$ cat src/bth_pkg.sv
/*
 * Package for the bus terminal host control block: register selects, config and mask
 * field positions, block status word layout, stack geometry and timing counts.
 * Assumes a 20 MHz system clock.
 */
package bth_pkg;
	localparam int CLK_MHZ = 20;
	// register select codes (addr bits 2..0)
	localparam logic [2:0] REG_MASK = 3'h0;
	localparam logic [2:0] REG_CFG = 3'h1;
	localparam logic [2:0] REG_CMD = 3'h3;
	// configuration field positions
	localparam int CFG_AREA = 13;
	localparam int CFG_MODE_LO = 14;
	localparam int CFG_MODE_HI = 15;
	localparam int CFG_STOP_ERR = 4;
	localparam int CFG_FLAG_LO = 0;
	localparam int CFG_FLAG_HI = 3;
	// command bits
	localparam int CMD_START = 0;
	localparam int CMD_RESET = 1;
	// interrupt mask bits
	localparam int MSK_EOM = 0;
	localparam int MSK_FMT_STAT = 1;
	localparam int MSK_BLOCK_END = 2;
	// block status word bits
	localparam int BSW_EOM = 15;
	localparam int BSW_SOM = 14;
	localparam int BSW_CHAN = 13;
	localparam int BSW_ERR = 12;
	localparam int BSW_STAT_SET = 11;
	localparam int BSW_FORMAT = 10;
	localparam int BSW_TIMEOUT = 9;
	localparam int BSW_LOOP = 8;
	localparam logic [15:0] ZERO16 = 16'h0000;
	// stack geometry
	localparam int STACK_ENTRIES = 64;
	localparam int ENTRY_WORDS = 4;
	localparam logic [7:0] PTR_STEP = 8'h04;
	// response timeout
	localparam int RESP_TIMEOUT_US = 14;
	localparam int RESP_TIMEOUT_CYC = RESP_TIMEOUT_US * CLK_MHZ;
	typedef enum logic [1:0] {
		MODE_BC = 2'b00,
		MODE_RT = 2'b10,
		MODE_MON = 2'b01,
		MODE_BAD = 2'b11
	} bth_mode_t;
	// message events from protocol logic
	typedef struct packed {
		logic start;
		logic done;
		logic bus_b;
		logic par_err;
		logic manch_err;
		logic sync_err;
		logic cnt_err;
		logic gap_err;
		logic addr_err;
		logic loop_fail;
		logic stat_flag;
		logic no_resp;
		logic block_end;
	} bth_msg_t;
	// descriptor stack write request
	typedef struct packed {
		logic we;
		logic [15:0] addr;
		logic [15:0] data;
	} bth_mem_t;
endpackage : bth_pkg

$ cat src/bth_host_ctrl.sv
/*
 * Host control block of a dual-redundant bus terminal: internal registers, external
 * register strobes, current area swap, descriptor stack bookkeeping, block status word.
 * Assumes host pins arrive asynchronous; protocol events are on clk_i.
 */
module bth_host_ctrl
	import bth_pkg::*;
(
	input wire logic clk_i,
	input wire logic rst_n_i,
	input wire logic sel_n_i,
	input wire logic memreg_n_i,
	input wire logic wr_n_i,
	input wire logic [2:0] addr_i,
	input wire logic [15:0] wdata_i,
	input wire bth_pkg::bth_msg_t msg_i,
	input wire logic [15:0] time_tag_i,
	input wire logic [15:0] cmd_word_i,
	input wire logic [15:0] blk_addr_i,
	input wire logic [7:0] sp_hi_a_i,
	input wire logic [7:0] sp_hi_b_i,
	output logic [15:0] rdata_o,
	output logic ext_register_output_enable_n_o,
	output logic ext_register_load_strobe_n_o,
	output logic int_n_o,
	output logic area_b_o,
	output bth_pkg::bth_mode_t mode_o,
	output logic run_o,
	output logic [3:0] status_flags_o,
	output logic [15:0] lut_index_o,
	output bth_pkg::bth_mem_t mem_o
);
	import bth_pkg::*;

	// host strobe synchronisers: three stages, change counts when 2 and 3 agree
	logic [2:0] sel_s_q, sel_s_d;
	logic sel_q, sel_d;
	logic [15:0] mask_q, mask_d, cfg_q, cfg_d;
	logic area_q, area_d, busy_q, busy_d, run_q, run_d;
	logic [7:0] sp_lo_a_q, sp_lo_a_d, sp_lo_b_q, sp_lo_b_d;
	logic [15:0] bsw_q, bsw_d;
	logic [1:0] wcnt_q, wcnt_d;
	logic [15:0] rdata_q, rdata_d;
	logic ext_register_output_enable_n_q, ext_register_output_enable_n_d, ext_register_load_strobe_n_q, ext_register_load_strobe_n_d, int_n_q, int_n_d;
	bth_mem_t mem_q, mem_d;
	logic [15:0] lut_q, lut_d;
	logic [8:0] tmo_q, tmo_d;
	logic tmo_flag_q, tmo_flag_d;

	logic acc, is_wr, soft_rst, any_err, fmt_err;

	function automatic logic [15:0] entry_addr(input logic [7:0] hi, input logic [7:0] lo, input logic [1:0] w);
		entry_addr = {hi, lo + 8'(w)};
	endfunction

	assign sel_d = sel_s_q[1] & sel_s_q[2] ? 1'b1 : (~sel_s_q[1] & ~sel_s_q[2] ? 1'b0 : sel_q);
	assign acc = sel_d & ~sel_q & ~memreg_n_i;
	assign is_wr = ~wr_n_i;
	assign soft_rst = acc & is_wr & (addr_i == REG_CMD) & wdata_i[CMD_RESET];
	assign fmt_err = msg_i.par_err | msg_i.manch_err | msg_i.sync_err | msg_i.cnt_err
		| msg_i.gap_err | (mode_o == MODE_RT && msg_i.addr_err);
	assign any_err = fmt_err | msg_i.loop_fail | tmo_flag_q | msg_i.no_resp
		| (mode_o == MODE_BC && (msg_i.stat_flag | msg_i.addr_err));

	always_comb begin
		sel_s_d = {sel_s_q[1:0], ~sel_n_i};
		mask_d = mask_q;
		cfg_d = cfg_q;
		area_d = area_q;
		busy_d = busy_q;
		run_d = run_q;
		sp_lo_a_d = sp_lo_a_q;
		sp_lo_b_d = sp_lo_b_q;
		bsw_d = bsw_q;
		wcnt_d = wcnt_q;
		rdata_d = rdata_q;
		ext_register_output_enable_n_d = 1'b1;
		ext_register_load_strobe_n_d = 1'b1;
		int_n_d = 1'b1;
		mem_d = '0;
		lut_d = lut_q;
		tmo_d = tmo_q;
		tmo_flag_d = tmo_flag_q;
		if (acc) begin
			if (addr_i[2]) begin
				ext_register_output_enable_n_d = ~wr_n_i;
				ext_register_load_strobe_n_d = wr_n_i;
			end else if (is_wr) begin
				case (addr_i)
					REG_MASK: mask_d = wdata_i;
					REG_CFG: cfg_d = (wdata_i[CFG_MODE_HI:CFG_MODE_LO] == 2'b11) ? cfg_q : wdata_i;
					REG_CMD: if (wdata_i[CMD_START]) run_d = 1'b1;
					default: ;
				endcase
			end else begin
				case (addr_i)
					REG_MASK: rdata_d = mask_q;
					REG_CFG: rdata_d = cfg_q;
					default: rdata_d = ZERO16;
				endcase
			end
		end
		// the swap also waits out the end-of-message writes, which still address the old area
		if (!busy_q && wcnt_q == 2'h0) area_d = cfg_q[CFG_AREA];
		// controller response timer
		if (busy_q && mode_o == MODE_BC) begin
			if (tmo_q == 9'(RESP_TIMEOUT_CYC)) tmo_flag_d = 1'b1;
			else tmo_d = tmo_q + 9'h001;
		end
		if (msg_i.start && !busy_q) begin
			busy_d = 1'b1;
			tmo_d = '0;
			tmo_flag_d = 1'b0;
			bsw_d = ZERO16;
			bsw_d[BSW_SOM] = 1'b1;
			mem_d = '{we: 1'b1, addr: entry_addr(area_q ? sp_hi_b_i : sp_hi_a_i,
				area_q ? sp_lo_b_q : sp_lo_a_q, 2'h1), data: time_tag_i};
			lut_d = {6'h00, cmd_word_i[10], cmd_word_i[9:5], 4'h0};
		end else if (msg_i.done && busy_q) begin
			busy_d = 1'b0;
			bsw_d[BSW_SOM] = 1'b0;
			bsw_d[BSW_EOM] = 1'b1;
			bsw_d[BSW_CHAN] = msg_i.bus_b;
			bsw_d[BSW_ERR] = any_err;
			bsw_d[BSW_STAT_SET] = mode_o == MODE_BC && (msg_i.stat_flag | msg_i.addr_err);
			bsw_d[BSW_FORMAT] = fmt_err;
			bsw_d[BSW_TIMEOUT] = tmo_flag_q | msg_i.no_resp;
			bsw_d[BSW_LOOP] = msg_i.loop_fail;
			wcnt_d = 2'h1;
			if ((mask_q[MSK_EOM]) || (mask_q[MSK_FMT_STAT] && any_err)
				|| (mask_q[MSK_BLOCK_END] && msg_i.block_end && mode_o == MODE_BC))
				int_n_d = 1'b0;
			if ((cfg_q[CFG_STOP_ERR] && any_err && mode_o == MODE_BC) || msg_i.block_end)
				run_d = 1'b0;
		end else if (wcnt_q != 2'h0) begin
			// end-of-message writes: status, tag update, fourth word, then advance
			case (wcnt_q)
				2'h1: mem_d = '{we: 1'b1, addr: entry_addr(area_q ? sp_hi_b_i : sp_hi_a_i,
					area_q ? sp_lo_b_q : sp_lo_a_q, 2'h0), data: bsw_q};
				2'h2: mem_d = '{we: 1'b1, addr: entry_addr(area_q ? sp_hi_b_i : sp_hi_a_i,
					area_q ? sp_lo_b_q : sp_lo_a_q, 2'h1), data: time_tag_i};
				default: mem_d = '{we: 1'b1, addr: entry_addr(area_q ? sp_hi_b_i : sp_hi_a_i,
					area_q ? sp_lo_b_q : sp_lo_a_q, 2'h3),
					data: (mode_o == MODE_BC) ? blk_addr_i : cmd_word_i};
			endcase
			if (wcnt_q == 2'h3) begin
				if (area_q) sp_lo_b_d = sp_lo_b_q + PTR_STEP;
				else sp_lo_a_d = sp_lo_a_q + PTR_STEP;
			end
			wcnt_d = wcnt_q + 2'h1;
		end
		if (soft_rst) begin
			mask_d = ZERO16;
			cfg_d = ZERO16;
			bsw_d = ZERO16;
			busy_d = 1'b0;
			run_d = 1'b0;
			wcnt_d = 2'h0;
			mem_d = '0;
			int_n_d = 1'b1;
		end
	end

	always_ff @(posedge clk_i or negedge rst_n_i) begin
		if (!rst_n_i) begin
			sel_s_q <= 3'h0;
			sel_q <= 1'b0;
			mask_q <= ZERO16;
			cfg_q <= ZERO16;
			area_q <= 1'b0;
			busy_q <= 1'b0;
			run_q <= 1'b0;
			sp_lo_a_q <= 8'h00;
			sp_lo_b_q <= 8'h00;
			bsw_q <= ZERO16;
			wcnt_q <= 2'h0;
			rdata_q <= ZERO16;
			ext_register_output_enable_n_q <= 1'b1;
			ext_register_load_strobe_n_q <= 1'b1;
			int_n_q <= 1'b1;
			mem_q <= '0;
			lut_q <= ZERO16;
			tmo_q <= 9'h000;
			tmo_flag_q <= 1'b0;
		end else begin
			sel_s_q <= sel_s_d;
			sel_q <= sel_d;
			mask_q <= mask_d;
			cfg_q <= cfg_d;
			area_q <= area_d;
			busy_q <= busy_d;
			run_q <= run_d;
			sp_lo_a_q <= sp_lo_a_d;
			sp_lo_b_q <= sp_lo_b_d;
			bsw_q <= bsw_d;
			wcnt_q <= wcnt_d;
			rdata_q <= rdata_d;
			ext_register_output_enable_n_q <= ext_register_output_enable_n_d;
			ext_register_load_strobe_n_q <= ext_register_load_strobe_n_d;
			int_n_q <= int_n_d;
			mem_q <= mem_d;
			lut_q <= lut_d;
			tmo_q <= tmo_d;
			tmo_flag_q <= tmo_flag_d;
		end
	end

	assign rdata_o = rdata_q;
	assign ext_register_output_enable_n_o = ext_register_output_enable_n_q;
	assign ext_register_load_strobe_n_o = ext_register_load_strobe_n_q;
	assign int_n_o = int_n_q;
	assign area_b_o = area_q;
	assign mode_o = bth_mode_t'(cfg_q[CFG_MODE_HI:CFG_MODE_LO]);
	assign run_o = run_q;
	assign status_flags_o = ~cfg_q[CFG_FLAG_HI:CFG_FLAG_LO];
	assign lut_index_o = lut_q;
	assign mem_o = mem_q;

	a_area_hold: assert property (@(posedge clk_i) disable iff (!rst_n_i)
		busy_q && $past(busy_q) |-> area_q == $past(area_q)) else $error("area changed mid message");
	a_som_set: assert property (@(posedge clk_i) disable iff (!rst_n_i)
		msg_i.start && !busy_q && !soft_rst |=> bsw_q[BSW_SOM] && !bsw_q[BSW_EOM]) else $error("start flag");
	a_eom_set: assert property (@(posedge clk_i) disable iff (!rst_n_i)
		msg_i.done && busy_q && !soft_rst |=> bsw_q[BSW_EOM] && !bsw_q[BSW_SOM]) else $error("end flag");
	a_err_sum: assert property (@(posedge clk_i) disable iff (!rst_n_i)
		$rose(bsw_q[BSW_FORMAT]) |-> bsw_q[BSW_ERR]) else $error("error summary missing");
	a_tag_start: assert property (@(posedge clk_i) disable iff (!rst_n_i)
		msg_i.start && !busy_q && !soft_rst |=> mem_o.we && mem_o.data == $past(time_tag_i)) else $error("tag");
	a_int_pulse: assert property (@(posedge clk_i) disable iff (!rst_n_i)
		!int_n_o |=> int_n_o) else $error("interrupt not a pulse");
	a_int_eom: assert property (@(posedge clk_i) disable iff (!rst_n_i)
		msg_i.done && busy_q && mask_q[MSK_EOM] && !soft_rst |=> !int_n_o) else $error("missing interrupt");
	a_reset_cfg: assert property (@(posedge clk_i) disable iff (!rst_n_i)
		soft_rst |=> cfg_q == ZERO16 && mask_q == ZERO16 && !busy_q) else $error("soft reset");
	a_mode_legal: assert property (@(posedge clk_i) disable iff (!rst_n_i)
		mode_o != MODE_BAD) else $error("illegal mode");
	a_flag_inv: assert property (@(posedge clk_i) disable iff (!rst_n_i)
		status_flags_o == ~cfg_q[CFG_FLAG_HI:CFG_FLAG_LO]) else $error("flag polarity");
	c_msg: cover property (@(posedge clk_i) disable iff (!rst_n_i) msg_i.start ##[1:400] msg_i.done);
	c_swap: cover property (@(posedge clk_i) disable iff (!rst_n_i) $changed(area_q));
	c_timeout: cover property (@(posedge clk_i) disable iff (!rst_n_i) $rose(tmo_flag_q));
endmodule // bth_host_ctrl

$ cat config.mk
export PLATFORM = sky130hd
export DESIGN_NAME = bth_host_ctrl
export DESIGN_NICKNAME = d
export VERILOG_FILES = /design/src/bth_pkg.sv /design/src/bth_host_ctrl.sv
export SDC_FILE = /design/constraint.sdc
export NUM_CORES = 1
export LEC_CHECK = 0
export ABC_AREA = 1
export BUFFER_PORTS_ARGS = -buffer_cell sky130_fd_sc_hd__buf_4
export CAP_MARGIN = 20
export CORE_MARGIN = 8
export CORE_UTILIZATION = 57
export CTS_CLUSTER_SIZE = 12
export DETAILED_ROUTE_END_ITERATION = 10
export PLACE_DENSITY = 0.86
export SLEW_MARGIN = 20
export SYNTH_ARGS = -nofsm -noshare
export SYNTH_HDL_FRONTEND = slang
export SYNTH_SLANG_ARGS = --single-unit
$ cat constraint.sdc
create_clock -name clk_i -period 2.67 [get_ports clk_i]
set_clock_uncertainty 0.1 [all_clocks]
set_input_delay 0.534 -clock clk_i [delete_from_list [all_inputs] [get_ports clk_i]]
set_output_delay 0.534 -clock clk_i [all_outputs]
set_load 0.01 [all_outputs]
==> summary.txt, run 1 <==
Layout
  • Number of nets in the layout: approximately 1100
  • Area delta synth->final: 31.4%
  • Post-Route Utilization: 0.769
  • Filler Cell Count: 756
  • Post-Layout Cell Count: 1102
  • Share of layout cells above drive strength 1: 0.236
  • Ant diodes: 0

Worst hold path
  • Hold worst-path end: sel_s_q[0]
  • Hold Path Class: primary input to flop
  • Hold Crit Depth: 2
  • Hold Crit Start: sel_n_i

STA
  • PnR worst setup slack: 342 ps
  • Endpoints failing hold: 0
  • Max-slew violations: 0
  • TNS Setup: 0 ps
  • RSZ-0062 raised after global routing: false
  • Minimum clock period: 2330 ps
  • Final setup vio count: 0
  • Slew @ Worst Pin: 660 ps
  • Slew HR: 0.560
  • Period utilisation layout: 0.872
  • Max Fclk: 430 MHz

Synthesis
  • Leading area contributor after synthesis: dfrtp_1
  • Synth Cell Area: 6340 um2
  • Synth async-reset ratio: 1.00
  • Avg Cell Area, Syn: 8.07 um2
  • Seq/Total Area, Yosys: 0.506
  • Synth unique cells: 38
  • Area contributors post-synth: dfrtp_1 (49%), nand2_1 (12%), inv_1 (6.8%)
  • Top FF cell, synth: dfrtp_1
  • EDFF count, synth: 0
  • Warnings, synthesis: 0
  • Synth cell count leaders: nand2_1 (209), dfrtp_1 (125), inv_1 (115)
  • Post-Syn Instances: 786
  • Top-count cell post-synth: nand2_1
  • Synth top area share: 0.493
  • Seq cells post-synth: 128

Global routing
  • Pin count of the biggest net entering global routing: 54
  • GRT Util Overall: 0.251
  • First-pass GRT wire length: 29700 um
  • Vias in the first global route: 6024
  • Overflow after GRT: 0
  • Initial antenna violation count: 0

Power and ir drop
  • LEAKAGE: 4.49 nW
  • PwrDens: between 900 and 1000 nW/um2
  • Max rail drop VDD: between 0.0005 and 0.0006 V

Worst setup path
  • CP arrival: 2690 ps
  • Crit end category: flop
  • Critical path's slowest cell: ha_1
  • Worst-path fanout max: 20
  • Largest delay contributor family on the critical path: adder cells
  • Worst R2R Setup Slack: 340 ps
  • Max incr delay on CP: roughly 720 ps
  • Critical path cell sequence: inv_1 > ha_1 > nand2_1 > inv_1 > a32oi_1 > o21ai_0 > nand2_1 > nand2_1
  • Most frequent CP cell: nand2_1
  • Worst setup path category: flop to flop
  • Worst Path Buf+Inv: 2
  • FF-to-FF End: mem_o[10]
  • Startpoint types: flop
  • RR Startpoint: wcnt_q[0]
  • WP data required: 3030 ps
  • Worst r2r path cells: 8

Place
  • Dpl ws: 356 ps
  • Gpl congestion: 0.888
  • Post-DP HPWL: 12500 um
  • Dpl cells: 1070
  • Buffers added on ports: 166

Floorplanning
  • Site row count: 38
  • Die height: roughly 120 um
  • Starting density of the core: 0.585
  • Placeable Area: approximately 11000 um2
  • Die width: 121 um
  • Total die area: 14800 um2
  • Num ports: 177

Detailed routing
  • Post-Route M1 WL: ~7000 um
  • WL final: 18000 um
  • Vias per cell: 5.43
  • DRC viols: 0
  • Routed len/inst: 16.3 um
  • Max layer used: met4
  • Via count: 5985
  • Antenna viol nets, final: 0
  • Initial DRC count: 627
  • Wire length on met2: 9190 um
  • Met3 wire length: ~1200 um
  • Pre-Repair DR Iteration Count: 5

CTS
  • CTS resizes: 0
  • CTS Buf Count: 17
  • Reg clk slew, reported paths: 60 ps
  • Postcts setup bufs: 0
  • Clock buffer depth: 2
  • CTS Hold Buffers Added: 1
  • Worst skew pair latency: about 520 ps
  • CTS tree: done
  • H-Tree Depth: 4
  • Root Driver: clkbuf_8
  • Sink Count: 128

Run
  • Max-cap violations: 0

Run status
  • Outcome: complete, no violations
[per-layer routing]
metal | GRT usage | vias to the layer above
met3 | 0.0512 | 42
met5 | 0 | -
met1 | 0.309 | 2841
met2 | 0.426 | 277
li1 | - | 2825
met4 | 0.0941 | 0
[power breakdown]
group / total, mW / switching (mW) / internal, mW
logic: 2.68 / 1.60 / 1.08
registers: 2.78 / 0.321 / 2.46
clock network: 2.45 / 0.884 / 1.57
total: 7.92 / 2.81 / 5.11
[layout make-up]
type,instances,area [um2],share of cell area
Sequential cell,128,3210,0.385
Multi-Input combinational cell,506,2510,0.301
Timing Repair Buffer,181,1390,0.166
Clock buffer,19,442,0.0530
Inverter,116,435,0.0522
Clock inverter,12,183,0.0219
Tap cell,140,175,0.0210
[flip-flops by register name (all words and copies together) (netlist names)]
signal,count
mem_o,33
cfg_q,16
mask_q,16
rdata_o,16
tmo_q,9
bsw_q,8
lut_index_o,6
sp_lo_a_q,6
sp_lo_b_q,6
sel_s_q,3
wcnt_q,2
area_b_o,1
ext_register_load_strobe_n_o,1
ext_register_output_enable_n_o,1
int_n_o,1
run_o,1
sel_q,1
tmo_flag_q,1
[cell families (layout without fill, tap and decap cells)]
logic type,after synthesis,after routing,share of synthesized area
and+or+nand+nor,353,353,0.242
buffers and inverters,161,328,0.105
DFF,128,128,0.506
AOI/OAI and AO/OA,119,119,0.107
xor gates and xnor gates,12,12,0.0166
adders and majority gates,11,11,0.0213
other,1,10,0.000591
muxes,1,1,0.00178
[worst max path at each step]
| stage | start | end | slack, ps | cells past startpoint |
|---|---|---|---|---|
| 2_1_floorplan | wcnt_q[0] | mem_o[11] | 850 | 7 |
| 3_3_place_gp | addr_i[0] | bsw_q[14] | 430 | 7 |
| 3_5_place_dp | addr_i[0] | bsw_q[14] | 360 | 7 |
| 4_1_cts | wcnt_q[0] | mem_o[10] | 420 | 8 |
| 5_1_grt | wcnt_q[0] | mem_o[9] | 80 | 8 |
| 6_report | wcnt_q[0] | mem_o[10] | 340 | 8 |
[metrics by stage]
step	hold slack, ps	cell area, um2	power, mW
floorplan	138	6380	4.31
global placement	236	7700	5.32
detailed placement	237	7700	5.41
CTS	31.7	8340	7.93
global route	31.5	8340	8.41
finish	46.5	8340	7.92
[placed cells by master (no fill, tap or decap), drive strengths merged, types with 3 or more instances in the layout]
cell        n
nand2     211
buf       180
dfrtp     125
inv       117
o21ai      79
nor2       56
nand3      48
nand4      25
clkbuf     19
o22ai      11
a31oi      11
nor3       11
ha         10
conb       10
xor2        9
a21oi       6
a32o        4
a32oi       4
bufinv      4
clkinv      4
xnor2       3
clkinvlp    3
dfstp       3
[worst register-to-register path: stages (launching register included)]
cell	delay (ps)
dfrtp_1	460
inv_1	110
ha_1	720
nand2_1	190
inv_1	290
a32oi_1	130
o21ai_0	130
nand2_1	70
nand2_1	80
(Power assumes the default switching activity.)
==> run 2: changes to the inputs <==
--- a/config.mk
+++ b/config.mk
@@ -9,10 +9,10 @@
 export BUFFER_PORTS_ARGS = -buffer_cell sky130_fd_sc_hd__buf_4
 export CAP_MARGIN = 20
 export CORE_MARGIN = 8
-export CORE_UTILIZATION = 57
+export CORE_UTILIZATION = 53
 export CTS_CLUSTER_SIZE = 12
 export DETAILED_ROUTE_END_ITERATION = 10
-export PLACE_DENSITY = 0.86
+export PLACE_DENSITY = 0.81
 export SLEW_MARGIN = 20
 export SYNTH_ARGS = -nofsm -noshare
 export SYNTH_HDL_FRONTEND = slang
==> constraint.sdc (replaced) <==
create_clock -name clk_i -period 2.4 [get_ports clk_i]
set_clock_uncertainty 0.1 [all_clocks]
set_input_delay 0.48 -clock clk_i [delete_from_list [all_inputs] [get_ports clk_i]]
set_output_delay 0.48 -clock clk_i [all_outputs]
set_load 0.01 [all_outputs]
==> summary.txt, run 2 (same netlist as run 1, synthesis figures left out) <==
Run status
  • Outcome: complete, no violations (unchanged)

STA
  • Max-slew violations: 0 (unchanged)
  • Slew @ Worst Pin: 689 ps (was 660 ps)
  • TNS Setup: 0 ps (unchanged)
  • Final setup vio count: 0 (unchanged)
  • Minimum clock period: 2030 ps (was 2330 ps)
  • RSZ-0062 raised after global routing: false (unchanged)
  • Max Fclk: 491 MHz (was 430 MHz)
  • Slew HR: 0.540 (was 0.560)
  • Period utilisation layout: 0.848 (was 0.872)
  • Hold Slack: 104 ps (was 46.5 ps)
  • Endpoints failing hold: 0 (unchanged)

Worst setup path
  • Worst-path fanout max: 6 (was 20)
  • WP data required: 2610 ps (was 3030 ps)
  • Startpoint types: flop (unchanged)
  • Crit end category: flop (unchanged)
  • CP arrival: 2240 ps (was 2690 ps)
  • Worst setup path category: flop to flop (unchanged)

Place
  • Gpl congestion: 0.852 (was 0.888)
  • Buffers added on ports: 166 (unchanged)
  • Post-DP HPWL: 12400 um (was 12500 um)

Detailed routing
  • WL final: 16800 um (was 18000 um)
  • Antenna viol nets, final: 0 (unchanged)
  • Vias per cell: 5.04 (was 5.43)
  • Routed len/inst: 15.0 um (was 16.3 um)
  • DRC viols: 0 (unchanged)
  • Pre-Repair DR Iteration Count: 5 (unchanged)
  • Via count: 5639 (was 5985)
  • Initial DRC count: 468 (was 627)

Floorplanning
  • Total die area: 15700 um2 (was 14800 um2)
  • Starting density of the core: 0.535 (was 0.585)
  • Site row count: 40 (was 38)
  • Placeable Area: 11900 um2 (was 10800 um2)
  • Num ports: 177 (unchanged)
  • Die height: 125 um (was 121 um)
  • Die width: 125 um (was 121 um)

CTS
  • H-Tree Depth: 4 (unchanged)
  • CTS resizes: 0 (unchanged)
  • CTS tree: done (unchanged)
  • Reg clk slew, reported paths: 50 ps (was 60 ps)
  • Worst skew pair latency: 420 ps (was 520 ps)
  • CTS Hold Buffers Added: 1 (unchanged)
  • Clock buffer depth: 2 (unchanged)
  • Sink Count: 128 (unchanged)
  • Postcts setup bufs: 0 (unchanged)
  • Root Driver: clkbuf_16 (was clkbuf_8)
  • CTS Buf Count: 17 (unchanged)

Run
  • Max-cap violations: 0 (unchanged)

Global routing
  • Vias in the first global route: 5626 (was 6024)
  • First-pass GRT wire length: 28000 um (was 29700 um)
  • GRT Util Overall: 0.221 (was 0.251)
  • Initial antenna violation count: 0 (unchanged)
  • Overflow after GRT: 0 (unchanged)
  • Pin count of the biggest net entering global routing: 30 (was 54)

Layout
  • Ant diodes: 0 (unchanged)
  • Commonest non-fill, non-tap cell in the layout: nand2_1 (unchanged)
  • Number of nets in the layout: 1070 (was 1061)
  • Total area of multi-input combinational cells: 2510 um2 (unchanged)
  • Number of flip-flops in the largest register: 33 (unchanged)
  • Area delta synth->final: 31.4% (about the same)
  • Filler Cell Count: 994 (was 756)
  • Register Area: 3210 um2 (unchanged)
  • Share of layout cells above drive strength 1: 0.238 (was 0.236)
  • Most frequent cells in the layout: nand2_1 (209), buf_4 (185), dfrtp_1 (125), inv_1 (115), o21ai_0 (73) (was nand2_1 (209), buf_4 (178), dfrtp_1 (125), inv_1 (115), o21ai_0 (73))

Power and ir drop
  • LEAKAGE: 4.50 nW (was 4.49 nW)
  • PwrDens: 999 nW/um2 (was 950 nW/um2)
  • Max rail drop VDD: 0.000547 V (was 0.000542 V)

Worst hold path
  • Hold Path Class: primary input to flop (unchanged)
-- run 2: cell count changes in the layout (fill, tap and decap cells not counted), sizes merged --
cell and delta:
clkinv +2, inv -2, buf +9, clkinvlp -2, clkbuf +7, bufinv -4
-- run 2: area by class of cell --
class	instances	area share
flip-flops and latches	128	0.385
multi-input cells	506	0.301
repair buffers	190	0.177
clock buffers	26	0.0587
inverters	116	0.0522
well taps	147	0.0221
clock inverters	6	0.00390
-- run 2: metrics by stage --
stage | util | setup slack [ps] | power [mW] | instances | instance area [um2]
6_report | 0.703 | 365 | 8.33 | 1119 | 8340
4_1_cts | 0.703 | 382 | 8.38 | 1119 | 8340
2_1_floorplan | - | 576 | 4.80 | 795 | 6380
3_5_place_dp | 0.658 | 347 | 6.08 | 1086 | 7800
3_3_place_gp | 0.658 | 412 | 6.00 | 1086 | 7800
5_1_grt | 0.703 | 176 | 8.87 | 1119 | 8340
-- run 2: worst max-delay path: stages (launching register included) --
cell and delay, ps:
dfrtp_1 440, inv_1 110, ha_1 290, nor2_2 220
nand4_1 250, nor2_1 280, nand3_1 120, nand2_1 80
nand2_1 40
-- run 2: layer usage --
metal | up-vias | part of all wire | global-route usage | wire (um)
met1 | 2611 | 0.42 | 0.268 | 7070
li1 | 2841 | - | - | -
met5 | - | 0 | 0 | 0
met2 | 167 | 0.51 | 0.376 | 8580
met4 | 0 | 0.016 | 0.0824 | 270
met3 | 20 | 0.053 | 0.0514 | 887
-- run 2: report_power, final --
group          switching, mW  internal (mW)
logic                   1.73           1.24
clock network          0.882           1.39
registers              0.355           2.74
total                   2.96           5.36
-- run 2: worst paths after layout --
| path | startpoint | end | slack (ps) | cells after the start |
|---|---|---|---|---|
| max | wcnt_q[0] | sp_lo_a_q[6] | 370 | 8 |
| min | sel_n_i | sel_s_q[0] | 100 | 2 |
| max reg2reg | wcnt_q[0] | sp_lo_a_q[6] | 370 | 8 |
| min reg2reg | sel_s_q[0] | sel_s_q[1] | 250 | 0 |
| max in group asynchronous | rst_n_i | tmo_q[8] | 1160 | 3 |
| min in group asynchronous | rst_n_i | sel_s_q[2] | 420 | 2 |
